## src/inc/fault_irq_pkg.sv

```systemverilog
// Shared constants and carrier types for the fault event latch and wake/interrupt block.
// Assumes one 10 MHz clock and comparator inputs that are already synchronous to it.
package fault_irq_pkg;

  // ==========================================================================
  // Register map
  localparam logic [7:0] ADDR_EVENT  = 8'h00;
  localparam logic [7:0] ADDR_MASK   = 8'h01;
  localparam logic [7:0] ADDR_STATUS = 8'h02;
  localparam logic [7:0] ADDR_MODE   = 8'h04;

  // ==========================================================================
  // Field positions, shared by event, mask and status bytes, plus the soft reset bit of the mode byte
  localparam int BIT_NOT_READY = 7;
  localparam int BIT_LINE      = 7;
  localparam int BIT_WAKE      = 6;
  localparam int BIT_AUX       = 6;
  localparam int BIT_DRV       = 4;
  localparam int BIT_WARN      = 3;
  localparam int BIT_UV        = 2;
  localparam int BIT_TSD       = 1;
  localparam int BIT_TW        = 0;
  localparam int BIT_SOFT_RST  = 7;

  // ==========================================================================
  // Reset values and writable bits
  localparam logic [7:0] EVENT_RESET   = 8'h00;
  localparam logic [7:0] MASK_RESET    = 8'h00;
  localparam logic [7:0] STATUS_RESET  = 8'h00;
  localparam logic [7:0] MASK_WRITABLE = 8'h5F;
  localparam logic [4:0] SRC_ALL_MASK  = 5'h1F;

  // ==========================================================================
  // Timing
  localparam int unsigned CLK_PERIOD_NS     = 32'h0000_0064;
  localparam int unsigned NS_PER_US         = 32'h0000_03E8;
  localparam int unsigned WAKE_PULSE_US     = 32'h0000_00C8;
  localparam int unsigned WAKE_PULSE_CYCLES = WAKE_PULSE_US * NS_PER_US / CLK_PERIOD_NS;
  localparam int          WAKE_CNT_W        = 12;

  // ==========================================================================
  // Carrier types
  typedef struct packed {
    logic [7:0] addr;
    logic       wr;
    logic       rd;
    logic [7:0] wdata;
  } reg_req_t;

  typedef struct packed {
    logic line_low;
    logic aux_low;
    logic wake_detect;
    logic driver_fault;
    logic supply_below_warn;
    logic supply_below_uv_fall;
    logic supply_above_uv_rise;
    logic temp_above_shutdown;
    logic temp_above_warn_rise;
    logic temp_below_warn_fall;
  } sense_t;

  typedef struct packed {
    logic       not_ready;
    logic [7:0] mask;
    logic [7:0] status;
    logic       uv_hold;
    logic       tw_hold;
    logic [7:0] rdata;
    logic       irq_n;
  } core_state_t;

endpackage

```

## src/hdl/event_latch_bank.sv

```systemverilog
// Bank of sticky event flags, each set by the rising edge of its trigger.
// Assumes triggers are synchronous levels; clear is a one-cycle pulse.
module event_latch_bank #(
  parameter int W = 8
) (
  input  wire logic         clk,
  input  wire logic         sys_rst,
  input  wire logic [W-1:0] trigger,
  input  wire logic         clear,
  output logic      [W-1:0] flags
);

  typedef struct packed {
    logic [W-1:0] prev;
    logic [W-1:0] flags;
  } bank_state_t;

  bank_state_t  state_ff;
  bank_state_t  nxt_state;
  logic [W-1:0] set_now;

  // ==========================================================================
  // Edge detection per source.
  for (genvar i = 0; i < W; i++) begin : g_edge
    assign set_now[i] = trigger[i] & ~state_ff.prev[i];
  end

  // A new event beats a clear in the same cycle so it is never lost.
  always_comb begin
    nxt_state       = state_ff;
    nxt_state.prev  = trigger;
    nxt_state.flags = clear ? set_now : (state_ff.flags | set_now);
  end

  // State register.
  always_ff @(posedge clk or posedge sys_rst) begin
    if (sys_rst) begin
      state_ff <= '0;
    end else begin
      state_ff <= nxt_state;
    end
  end

  assign flags = state_ff.flags;

  chk_edge_latches:
  assert property (@(posedge clk) disable iff (sys_rst)
    (set_now != '0) |=> ((state_ff.flags & $past(set_now)) == $past(set_now)))
    else $error("Event edge did not latch its flag.");

endmodule

```

## src/hdl/wake_pulse_timer.sv

```systemverilog
// Retriggerable one-shot that stays active for a fixed number of clock cycles.
// Assumes start and cancel are one-cycle pulses; cancel wins.
module wake_pulse_timer #(
  parameter int unsigned CYCLES = fault_irq_pkg::WAKE_PULSE_CYCLES,
  parameter int          CW     = fault_irq_pkg::WAKE_CNT_W
) (
  input  wire logic clk,
  input  wire logic sys_rst,
  input  wire logic start,
  input  wire logic cancel,
  output logic      active
);

  typedef struct packed {
    logic [CW-1:0] count;
    logic          active;
  } timer_state_t;

  timer_state_t state_ff;
  timer_state_t nxt_state;

  // ==========================================================================
  // Load on start, count down while active, drop at zero.
  always_comb begin
    nxt_state = state_ff;
    if (cancel) begin
      nxt_state = '0;
    end else if (start) begin
      nxt_state.count  = CW'(CYCLES - 1);
      nxt_state.active = 1'b1;
    end else if (state_ff.active) begin
      if (state_ff.count == '0) begin
        nxt_state.active = 1'b0;
      end else begin
        nxt_state.count = state_ff.count - 1'b1;
      end
    end
  end

  // State register.
  always_ff @(posedge clk or posedge sys_rst) begin
    if (sys_rst) begin
      state_ff <= '0;
    end else begin
      state_ff <= nxt_state;
    end
  end

  assign active = state_ff.active;

endmodule

```

## src/hdl/fault_event_latch_irq.sv

```systemverilog
// Event flags, masks and live status of a line transceiver, with the wake/interrupt output.
// Assumes the register port is the device's internal access port behind its serial interface,
// and that all comparator inputs are clean levels synchronous to clk.
//
// Operation
// - Not-ready flag sets on power-up, logic-supply register reset or register corruption.
// - Not-ready flag always drives the interrupt output; it has no mask bit.
// - Wake-up flag latches on each valid wake-up request on the line.
// - Driver fault flag latches on overcurrent, overload or driver thermal shutdown.
// - Supply warning flag latches when field supply falls below warning threshold.
// - Undervoltage flag latches when field supply falls below falling threshold.
// - Thermal shutdown flag latches when the device enters thermal shutdown.
// - Thermal warning flag latches when die rises above warning threshold.
// - Flags stay set until the event register is read; that read clears all.
// - Wake mask clear: flag drives output; set: output pulses about 200 us instead.
// - Mask bits 4..0 set keep their source flag off the interrupt output.
// - Status bits 7 and 6 show line and aux input levels inverted.
// - Status bit 4 shows a present driver fault, not latched.
// - Status bit 3 shows field supply below the warning threshold.
// - Status bit 2 shows undervoltage with hysteresis between falling and rising.
// - Status bit 1 shows the device is in thermal shutdown.
// - Status bit 0 shows thermal warning with hysteresis.
// - Writing one to bit 7 at 0x04 returns all registers to defaults.
module fault_event_latch_irq #(
  parameter int unsigned WAKE_PULSE_CYCLES = fault_irq_pkg::WAKE_PULSE_CYCLES
) (
  input  wire logic                     clk,
  input  wire logic                     sys_rst,
  input  wire fault_irq_pkg::reg_req_t  reg_req,
  output logic [7:0]                    reg_rdata,
  input  wire fault_irq_pkg::sense_t    sense,
  input  wire logic                     logic_supply_reset,
  input  wire logic                     reg_corrupt,
  output logic                          wake_irq_n
);

  // ==========================================================================
  // Declarations
  fault_irq_pkg::core_state_t state_ff;
  fault_irq_pkg::core_state_t nxt_state;

  logic [7:0] triggers;
  logic [7:0] bank_flags;
  logic [7:0] ev_flags;
  logic       soft_rst;
  logic       reg_reset;
  logic       rd_event;
  logic       mask_wr;
  logic       bank_clear;
  logic       pulse_start;
  logic       pulse_active;
  logic       irq_active;

  // ==========================================================================
  // Register port decode
  // Decode of the one-cycle read and write strobes.
  assign soft_rst   = reg_req.wr && (reg_req.addr == fault_irq_pkg::ADDR_MODE)
                      && reg_req.wdata[fault_irq_pkg::BIT_SOFT_RST];
  assign reg_reset  = soft_rst || logic_supply_reset;
  assign rd_event   = reg_req.rd && (reg_req.addr == fault_irq_pkg::ADDR_EVENT);
  assign mask_wr    = reg_req.wr && (reg_req.addr == fault_irq_pkg::ADDR_MASK);
  assign bank_clear = rd_event || reg_reset;

  // ==========================================================================
  // Event sources
  // Each comparator level that starts an event is routed to its flag position.
  always_comb begin
    triggers                             = 8'h00;
    triggers[fault_irq_pkg::BIT_WAKE]    = sense.wake_detect;
    triggers[fault_irq_pkg::BIT_DRV]     = sense.driver_fault;
    triggers[fault_irq_pkg::BIT_WARN]    = sense.supply_below_warn;
    triggers[fault_irq_pkg::BIT_UV]      = sense.supply_below_uv_fall;
    triggers[fault_irq_pkg::BIT_TSD]     = sense.temp_above_shutdown;
    triggers[fault_irq_pkg::BIT_TW]      = sense.temp_above_warn_rise;
  end

  // Sticky flags, cleared together by a read of the event register.
  event_latch_bank #(
    .W (8)
  ) u_bank (
    .clk     (clk),
    .sys_rst (sys_rst),
    .trigger (triggers),
    .clear   (bank_clear),
    .flags   (bank_flags)
  );

  // The event byte as software sees it; bit 5 is reserved.
  always_comb begin
    ev_flags                               = bank_flags & ~8'h20;
    ev_flags[fault_irq_pkg::BIT_NOT_READY] = state_ff.not_ready;
  end

  // ==========================================================================
  // Wake pulse mode
  // In pulse mode a valid wake-up fires a fixed-length pulse on the output.
  assign pulse_start = sense.wake_detect && state_ff.mask[fault_irq_pkg::BIT_WAKE]
                       && !reg_reset;

  wake_pulse_timer #(
    .CYCLES (WAKE_PULSE_CYCLES),
    .CW     (fault_irq_pkg::WAKE_CNT_W)
  ) u_pulse (
    .clk     (clk),
    .sys_rst (sys_rst),
    .start   (pulse_start),
    .cancel  (reg_reset),
    .active  (pulse_active)
  );

  // ==========================================================================
  // Interrupt request
  // Not-ready is never masked; wake flag counts only outside pulse mode.
  assign irq_active = state_ff.not_ready
    || (bank_flags[fault_irq_pkg::BIT_WAKE] && !state_ff.mask[fault_irq_pkg::BIT_WAKE])
    || pulse_active
    || ((bank_flags[4:0] & ~state_ff.mask[4:0]) != 5'h00);

  // ==========================================================================
  // Next state
  always_comb begin
    nxt_state = state_ff;

    // Undervoltage hysteresis: set below falling, clear above rising threshold.
    if (sense.supply_below_uv_fall) begin
      nxt_state.uv_hold = 1'b1;
    end else if (sense.supply_above_uv_rise) begin
      nxt_state.uv_hold = 1'b0;
    end

    // Thermal warning hysteresis: set above rising, clear below falling temperature.
    if (sense.temp_above_warn_rise) begin
      nxt_state.tw_hold = 1'b1;
    end else if (sense.temp_below_warn_fall) begin
      nxt_state.tw_hold = 1'b0;
    end

    // Live status mirror; bit 5 stays zero.
    nxt_state.status                              = fault_irq_pkg::STATUS_RESET;
    nxt_state.status[fault_irq_pkg::BIT_LINE]     = sense.line_low;
    nxt_state.status[fault_irq_pkg::BIT_AUX]      = sense.aux_low;
    nxt_state.status[fault_irq_pkg::BIT_DRV]      = sense.driver_fault;
    nxt_state.status[fault_irq_pkg::BIT_WARN]     = sense.supply_below_warn;
    nxt_state.status[fault_irq_pkg::BIT_UV]       = nxt_state.uv_hold;
    nxt_state.status[fault_irq_pkg::BIT_TSD]      = sense.temp_above_shutdown;
    nxt_state.status[fault_irq_pkg::BIT_TW]       = nxt_state.tw_hold;

    // Mask register; reserved bits never store.
    if (reg_reset) begin
      nxt_state.mask = fault_irq_pkg::MASK_RESET;
    end else if (mask_wr) begin
      nxt_state.mask = reg_req.wdata & fault_irq_pkg::MASK_WRITABLE;
    end

    // Not-ready flag: a new cause wins over a clearing read.
    if (logic_supply_reset || reg_corrupt) begin
      nxt_state.not_ready = 1'b1;
    end else if (reg_reset || rd_event) begin
      nxt_state.not_ready = 1'b0;
    end

    // Read data, answered one cycle after the strobe and held until the next read.
    if (reg_req.rd) begin
      case (reg_req.addr)
        fault_irq_pkg::ADDR_EVENT:  nxt_state.rdata = ev_flags;
        fault_irq_pkg::ADDR_MASK:   nxt_state.rdata = state_ff.mask;
        fault_irq_pkg::ADDR_STATUS: nxt_state.rdata = state_ff.status;
        default:                    nxt_state.rdata = 8'h00;
      endcase
    end

    // Output is registered from the current flags.
    nxt_state.irq_n = ~irq_active;
  end

  // ==========================================================================
  // State register
  // Power-up leaves not-ready set; the output is released while reset is held.
  always_ff @(posedge clk or posedge sys_rst) begin
    if (sys_rst) begin
      state_ff           <= '0;
      state_ff.not_ready <= 1'b1;
      state_ff.mask      <= fault_irq_pkg::MASK_RESET;
      state_ff.irq_n     <= 1'b1;
    end else begin
      state_ff <= nxt_state;
    end
  end

  assign reg_rdata  = state_ff.rdata;
  assign wake_irq_n = state_ff.irq_n;

  // ==========================================================================
  // Checks
  chk_corrupt_sets_ready:
  assert property (@(posedge clk) disable iff (sys_rst)
    (reg_corrupt || logic_supply_reset) |=> state_ff.not_ready)
    else $error("Not-ready flag missed its cause.");

  chk_not_ready_irq:
  assert property (@(posedge clk) disable iff (sys_rst)
    state_ff.not_ready |=> !wake_irq_n)
    else $error("Not-ready did not drive the interrupt output.");

  chk_read_clears_all:
  assert property (@(posedge clk) disable iff (sys_rst)
    (rd_event && triggers == 8'h00 && !reg_corrupt && !logic_supply_reset)
      |=> (ev_flags == fault_irq_pkg::EVENT_RESET))
    else $error("Event read did not clear all flags.");

  chk_flags_sticky:
  assert property (@(posedge clk) disable iff (sys_rst)
    !bank_clear |=> (($past(bank_flags) & ~bank_flags) == 8'h00))
    else $error("A flag dropped without a clearing read.");

  chk_read_returns_flags:
  assert property (@(posedge clk) disable iff (sys_rst)
    rd_event |=> (reg_rdata == $past(ev_flags)))
    else $error("Event read returned wrong data.");

  chk_wake_level_irq:
  assert property (@(posedge clk) disable iff (sys_rst)
    (bank_flags[fault_irq_pkg::BIT_WAKE] && !state_ff.mask[fault_irq_pkg::BIT_WAKE])
      |=> !wake_irq_n)
    else $error("Wake flag did not assert the output.");

  chk_wake_pulse_run:
  assert property (@(posedge clk) disable iff (sys_rst)
    pulse_start ##1 !reg_reset[*8]
      |-> ##1 !wake_irq_n)
    else $error("Wake pulse ended too early.");

  chk_mask_blocks:
  assert property (@(posedge clk) disable iff (sys_rst)
    (state_ff.mask[4:0] == fault_irq_pkg::SRC_ALL_MASK
      && state_ff.mask[fault_irq_pkg::BIT_WAKE]
      && !state_ff.not_ready && !pulse_active) |=> wake_irq_n)
    else $error("A masked source asserted the output.");

  chk_unmasked_asserts:
  assert property (@(posedge clk) disable iff (sys_rst)
    ((bank_flags[4:0] & ~state_ff.mask[4:0]) != 5'h00) |=> !wake_irq_n)
    else $error("Unmasked flag did not assert the output.");

  chk_line_level:
  assert property (@(posedge clk) disable iff (sys_rst)
    ##1 (state_ff.status[fault_irq_pkg::BIT_LINE] == $past(sense.line_low)))
    else $error("Line level status is wrong.");

  chk_fault_live:
  assert property (@(posedge clk) disable iff (sys_rst)
    sense.driver_fault |=> state_ff.status[fault_irq_pkg::BIT_DRV])
    else $error("Driver fault status missed.");

  chk_uv_hysteresis:
  assert property (@(posedge clk) disable iff (sys_rst)
    (state_ff.status[fault_irq_pkg::BIT_UV] && !sense.supply_above_uv_rise)
      |=> state_ff.status[fault_irq_pkg::BIT_UV])
    else $error("Undervoltage status left its hysteresis.");

  chk_tw_hysteresis:
  assert property (@(posedge clk) disable iff (sys_rst)
    (!state_ff.status[fault_irq_pkg::BIT_TW] && !sense.temp_above_warn_rise)
      |=> !state_ff.status[fault_irq_pkg::BIT_TW])
    else $error("Thermal warning status set without a rise.");

  chk_soft_reset:
  assert property (@(posedge clk) disable iff (sys_rst)
    (soft_rst && !reg_corrupt && !logic_supply_reset)
      |=> (state_ff.mask == fault_irq_pkg::MASK_RESET && !state_ff.not_ready))
    else $error("Soft reset left a register set.");

  chk_reserved_zero:
  assert property (@(posedge clk) disable iff (sys_rst)
    reg_req.rd |=> (reg_rdata[5] == 1'b0))
    else $error("Reserved bit read as one.");

  chk_mask_write_only:
  assert property (@(posedge clk) disable iff (sys_rst)
    (reg_req.wr && reg_req.addr != fault_irq_pkg::ADDR_MASK && !reg_reset)
      |=> $stable(state_ff.mask))
    else $error("Mask changed on a foreign write.");

  chk_aux_level:
  assert property (@(posedge clk) disable iff (sys_rst)
    ##1 (state_ff.status[fault_irq_pkg::BIT_AUX] == $past(sense.aux_low)))
    else $error("Aux level status is wrong.");

  chk_fault_clears:
  assert property (@(posedge clk) disable iff (sys_rst)
    !sense.driver_fault |=> !state_ff.status[fault_irq_pkg::BIT_DRV])
    else $error("Driver fault status latched.");

  chk_warn_live:
  assert property (@(posedge clk) disable iff (sys_rst)
    ##1 (state_ff.status[fault_irq_pkg::BIT_WARN]
      == $past(sense.supply_below_warn)))
    else $error("Supply warning status is wrong.");

  chk_uv_sets:
  assert property (@(posedge clk) disable iff (sys_rst)
    sense.supply_below_uv_fall |=> state_ff.status[fault_irq_pkg::BIT_UV])
    else $error("Undervoltage status missed.");

  chk_tsd_live:
  assert property (@(posedge clk) disable iff (sys_rst)
    ##1 (state_ff.status[fault_irq_pkg::BIT_TSD]
      == $past(sense.temp_above_shutdown)))
    else $error("Shutdown status is wrong.");

  chk_tw_sets:
  assert property (@(posedge clk) disable iff (sys_rst)
    sense.temp_above_warn_rise |=> state_ff.status[fault_irq_pkg::BIT_TW])
    else $error("Warning status missed.");

  chk_mask_stores:
  assert property (@(posedge clk) disable iff (sys_rst)
    (mask_wr && !reg_reset)
      |=> (state_ff.mask == ($past(reg_req.wdata) & fault_irq_pkg::MASK_WRITABLE)))
    else $error("Mask write did not store.");

  chk_pulse_drives:
  assert property (@(posedge clk) disable iff (sys_rst)
    pulse_active |=> !wake_irq_n)
    else $error("Wake pulse missed the output.");

  chk_irq_release:
  assert property (@(posedge clk) disable iff (sys_rst)
    (!state_ff.not_ready && bank_flags == 8'h00 && !pulse_active)
      |=> wake_irq_n)
    else $error("Output held with nothing pending.");

  chk_event_read_only:
  assert property (@(posedge clk) disable iff (sys_rst)
    (reg_req.wr && reg_req.addr == fault_irq_pkg::ADDR_EVENT
      && triggers == 8'h00 && !reg_reset) |=> $stable(bank_flags))
    else $error("A write changed the flags.");

endmodule

```

## config.mk

```make
export PLATFORM = sky130hd
export DESIGN_NAME = fault_event_latch_irq
export DESIGN_NICKNAME = d
export VERILOG_FILES = /design/src/inc/fault_irq_pkg.sv /design/src/hdl/event_latch_bank.sv /design/src/hdl/wake_pulse_timer.sv /design/src/hdl/fault_event_latch_irq.sv
export SDC_FILE = /design/constraint.sdc
export NUM_CORES = 1
export LEC_CHECK = 0
export ABC_AREA = 1
export BUFFER_PORTS_ARGS = -buffer_cell sky130_fd_sc_hd__clkbuf_2
export CORE_MARGIN = 2
export CORE_UTILIZATION = 53
export CTS_CLUSTER_SIZE = 20
export DETAILED_ROUTE_END_ITERATION = 8
export HOLD_SLACK_MARGIN = 0.06
export PLACE_DENSITY = 0.76
export REMOVE_ABC_BUFFERS = 1
export SLEW_MARGIN = 20
export SYNTH_ARGS = -nofsm -noshare
export SYNTH_HDL_FRONTEND = slang
export SYNTH_SLANG_ARGS = --single-unit
```

## constraint.sdc

```tcl
create_clock -name clk -period 1.81 [get_ports clk]
set_clock_uncertainty 0.05 [all_clocks]
set_input_delay 0.181 -clock clk [delete_from_list [all_inputs] [get_ports clk]]
set_output_delay 0.181 -clock clk [all_outputs]
set_load 0.005 [all_outputs]
```

==> Flow_metrics.wiki <==
{| class="wikitable"
! Metric !! Value
|-
| Run status || complete, no violations
|-
| Crit start category || register
|-
| Final Total Pwr || 1870 uW
|-
| Clock-pin transition on the worst setup and hold timing paths || 90 ps
|-
| Critical Path Sink Type || register
|-
| Synth Area in XOR/XNOR || 0.00754
|-
| Pwr Density || 690 nW/um^2
|-
| Critical path's top delay family || compound AO/OA/AOI/OAI gates
|-
| Cell with the largest stage delay on the worst path || sky130_fd_sc_hd__a21oi_2
|-
| Clock root buffer master || sky130_fd_sc_hd__clkbuf_8
|-
| Via Count || 1,934
|-
| Final sum of negative setup slack || 0 ps
|-
| CTS Buf Count || 5
|-
| Detailed-route vias per instance || 5.12
|-
| Max capacitance violation total || 0
|-
| Fraction of layout cells with a size suffix above 1 || 0.242
|-
| Die extent in y || 70.2 microns
|-
| Largest net degree at the start of global routing || 45
|-
| Capturing point of the worst reg2reg path || u_pulse.state_ff[11]$_DFFE_PP0P_
|-
| Placed cell count || 359
|-
| Highest signal layer in the routed design || met4
|-
| First-pass detailed-route iteration total || 4
|-
| Std cell rows || 24
|-
| Quantity of I/O buffers inserted on ports || 38
|-
| Met3 Routed Length || 327 microns
|-
| Detailed-route wire length || 4920 microns
|-
| Clock tree from TritonCTS || built
|-
| Flop-to-flop setup slack || 200 ps
|-
| Cell Chain, Critical Path || inv_2, ha_1, nand2_1, nor2_1, nand2_4, nand2_4, a21oi_2, nand2_1, o21ai_1
|-
| Detailed router's first-iteration violation count || 169
|-
| Worst Hold Endpoint || state_ff[22]$_DFFE_PP0P_
|-
| Mean instance size in the synthesized netlist || 8.36 sq um
|-
| Depth of the worst register-to-register path || 9
|-
| Arrival time of the worst setup path || 1790 ps
|-
| Post-synthesis simple-gate area fraction || 0.272
|-
| Number of clock sinks || 44
|-
| Remaining max-slew budget at the tightest pin || 0.627
|-
| Number of warnings reported in the yosys synthesis log || 0
|-
| Main combinational cell family by area after synthesis || simple AND/OR/NAND/NOR gates
|-
| Total half-perimeter wirelength after legalization and detailed placement || 3620 microns
|-
| Static leakage || 0.00140 uW
|-
| Routed wire length per instance || 13.0 microns
|-
| Biggest area contributors in the synthesized netlist || sky130_fd_sc_hd__dfrtp_1 (45%), sky130_fd_sc_hd__nand2_1 (9.9%), sky130_fd_sc_hd__inv_1 (5.5%)
|-
| Critical setup path kind || reg -> reg
|-
| Type of the tightest min-delay check || in -> reg
|-
| Final global-route overflow total || 0
|-
| RSZ-0062 raised after global routing || false
|-
| Multiplexer area fraction after synthesis || 0
|-
| Wire length of the first global-routing pass || 8380 microns
|-
| Proportion of netlist area held by the largest area contributor || 0.452
|-
| Hold violation count in the final report || 0
|-
| Die ar. || 4930 sq um
|-
| Area growth from synthesis to layout || 16.9%
|-
| Total of flip-flops plus latches after synthesis || 44
|-
| Antenna-violating nets left || 0
|-
| Final worst-path cycle share || 0.892
|-
| Initial Utilization || 0.541
|-
| Worst Slack Setup Final || 195 ps
|-
| Max VDD drop || 0.403 mV
|-
| Maximum clock frequency || 619 MHz
|-
| Detailed-route DRC error count || 0
|-
| GP Congestion || 0.829
|-
| Fill cell total of the finished layout || 361
|-
| Top fanout value on the critical path || 9
|-
| Amount of wire on met2 after detailed routing || 2170 microns
|-
| X dimension of the die || 70.2 microns
|-
| Gate count after technology mapping || 278
|-
| Worst hold path startpoint || reg_req[3]
|-
| Buffer depth of the longest clock path || 2
|-
| Later-pin clock latency in the skew report || 300 ps
|-
| Placeable core region || 4290 sq um
|-
| Slowest stage delay, CP || 410 ps
|-
| WL met1 || 2350 microns
|-
| Total global routing track utilization || 0.216
|-
| Count of final setup violators || 0
|-
| Post-route non-filler standard cell count || 378
|-
| Maximum level of the CTS H-tree || 2
|-
| Proportion of synthesized chip area in sequential cells || 0.475
|-
| Synthesized-area fraction occupied by adder cells || 0.0108
|-
| Antenna violations before repair || 0
|-
| Final max-slew violation count || 0
|-
| Worst hold path cell count || 3
|-
| Post-synth top area cell || sky130_fd_sc_hd__dfrtp_1
|-
| Complex-gate fraction of the synthesized area || 0.128
|-
| Final core area utilization || 0.632
|-
| Final net count || 359
|-
| Required time of the worst setup path || 1990 ps
|-
| Diodes inserted || 0
|-
| Unique cell type count in the Yosys netlist || 34
|-
| Worst setup timing slack at the placement stage || 232 ps
|-
| Top-level port count || 41
|-
| Buffers & Inverters on Critical Path || 1
|-
| Setup bufs post-CTS || 0
|-
| Tightest Pin Transition || 559 ps
|-
| Reg2Reg Launch Point || u_pulse.state_ff[1]$_DFFE_PP0P_
|-
| Via count of the first global-routing pass || 1,825
|-
| Minimum period implied by the final worst setup slack || 1610 ps
|-
| Post-synthesis instance area || 2320 sq um
|}
-- synthesized netlist by cell type --
master                     count
sky130_fd_sc_hd__nand4_1       8
sky130_fd_sc_hd__conb_1        1
sky130_fd_sc_hd__a21oi_1       6
sky130_fd_sc_hd__nor3_4        1
sky130_fd_sc_hd__nor2_1       17
sky130_fd_sc_hd__o22ai_1       7
sky130_fd_sc_hd__nor3_1        1
sky130_fd_sc_hd__nand3_1      20
sky130_fd_sc_hd__nor2_8        1
sky130_fd_sc_hd__nand2_1      61
sky130_fd_sc_hd__o21ai_4       1
sky130_fd_sc_hd__buf_4         8
sky130_fd_sc_hd__dfstp_2       2
sky130_fd_sc_hd__o21ai_0       8
sky130_fd_sc_hd__inv_1        34
sky130_fd_sc_hd__o21ai_1      18
sky130_fd_sc_hd__clkbuf_1      1
sky130_fd_sc_hd__nand2_4       3
sky130_fd_sc_hd__nor2_2        3
sky130_fd_sc_hd__inv_2        11
sky130_fd_sc_hd__buf_6         1
sky130_fd_sc_hd__o211ai_1      6
sky130_fd_sc_hd__a21boi_1      1
sky130_fd_sc_hd__nor2_4        4
sky130_fd_sc_hd__dfrtp_1      42
sky130_fd_sc_hd__o21bai_1      1
sky130_fd_sc_hd__nand2_2       1
sky130_fd_sc_hd__o21ai_2       1
sky130_fd_sc_hd__ha_1          2
sky130_fd_sc_hd__a21oi_2       1
sky130_fd_sc_hd__nand3_4       1
sky130_fd_sc_hd__xor2_1        2
sky130_fd_sc_hd__nor4_1        1
sky130_fd_sc_hd__nand3_2       2
-- worst max-delay path by stage --
| stage | from | to | slack, ps | cells past startpoint |
|---|---|---|---|---|
| floorplan | u_pulse.state_ff[1]$_DFFE_PP0P_ | u_pulse.state_ff[11]$_DFFE_PP0P_ | 470 | 9 |
| global placement | u_pulse.state_ff[1]$_DFFE_PP0P_ | u_pulse.state_ff[1]$_DFFE_PP0P_ | 260 | 9 |
| detailed placement | u_pulse.state_ff[1]$_DFFE_PP0P_ | u_pulse.state_ff[11]$_DFFE_PP0P_ | 230 | 9 |
| CTS | u_pulse.state_ff[1]$_DFFE_PP0P_ | u_pulse.state_ff[4]$_DFFE_PP0P_ | 220 | 9 |
| global route | u_pulse.state_ff[1]$_DFFE_PP0P_ | u_pulse.state_ff[11]$_DFFE_PP0P_ | 30 | 9 |
| finish | u_pulse.state_ff[1]$_DFFE_PP0P_ | u_pulse.state_ff[11]$_DFFE_PP0P_ | 200 | 9 |
-- cells by family after synthesis --
kind of cell / Yosys count
AND/OR/NAND/NOR: 124
XOR/XNOR: 2
AO/OA/AOI/OAI: 50
other: 1
flip-flops: 44
adder cells (fa/ha/maj): 2
buffers and inverters: 55
-- sequential cells by signal, summed over array words and instances (netlist names) --
register          cells
ev_flags              1
reg_rdata             7
state_ff             10
u_bank.flags          6
u_bank.state_ff       6
u_pulse.active        1
u_pulse.state_ff     12
wake_irq_n            1
-- layout make-up --
cell class	count	area (sq um)	area share
Tap cell	52	65.1	0.0240
Multi-Input combinational cell	179	976	0.359
Clock inverter	3	25.0	0.00922
Sequential cell	44	1100	0.406
Inverter	45	169	0.0622
Timing Repair Buffer	50	308	0.113
Clock buffer	5	68.8	0.0253
-- repair_timing --
item	CTS	global route
setup endpoints to repair	0	0
hold buffers	11	0
resized for setup	0	0
hold endpoints to repair	52	0
-- metrics by stage --
stage	area [sq um]	hold WS (ps)
4_1_cts	2720	60.4
6_report	2720	68.3
3_3_place_gp	2510	240
2_1_floorplan	2250	162
3_5_place_dp	2510	241
5_1_grt	2720	74.0
-- cell usage in the layout (no fill, tap or decap), drive strengths merged, types with 6 or more instances in the layout --
cell         synthesis  final
o22ai                7      7
dlygate4sd3          0     11
inv                 45     47
clkbuf               1     43
nand2               65     65
nand3               23     23
nand4                8      8
o211ai               6      6
nor2                25     25
o21ai               28     28
a21oi                7      7
dfrtp               42     42
-- worst register-to-register path, delay by kind of cell (launching register included) --
kind	cells	cell delay, ps
adder cells (fa/ha/maj)	1	200
AO/OA/AOI/OAI	2	500
buffers and inverters	1	60
flip-flops	1	360
AND/OR/NAND/NOR	5	370
-- power by group --
group / internal (uW) / switching, uW
Clock: 281 / 362
Sequential: 1010 / 13.3
Combinational: 78.5 / 126
Total: 1370 / 502
-- routing by layer --
layer  vias up  global-route usage
met1       872               0.308
met4         0              0.0812
met5         -                   0
met3         6              0.0534
li1        989                   -
met2        67               0.320
Note: power is estimated with default switching activity, not from simulation.
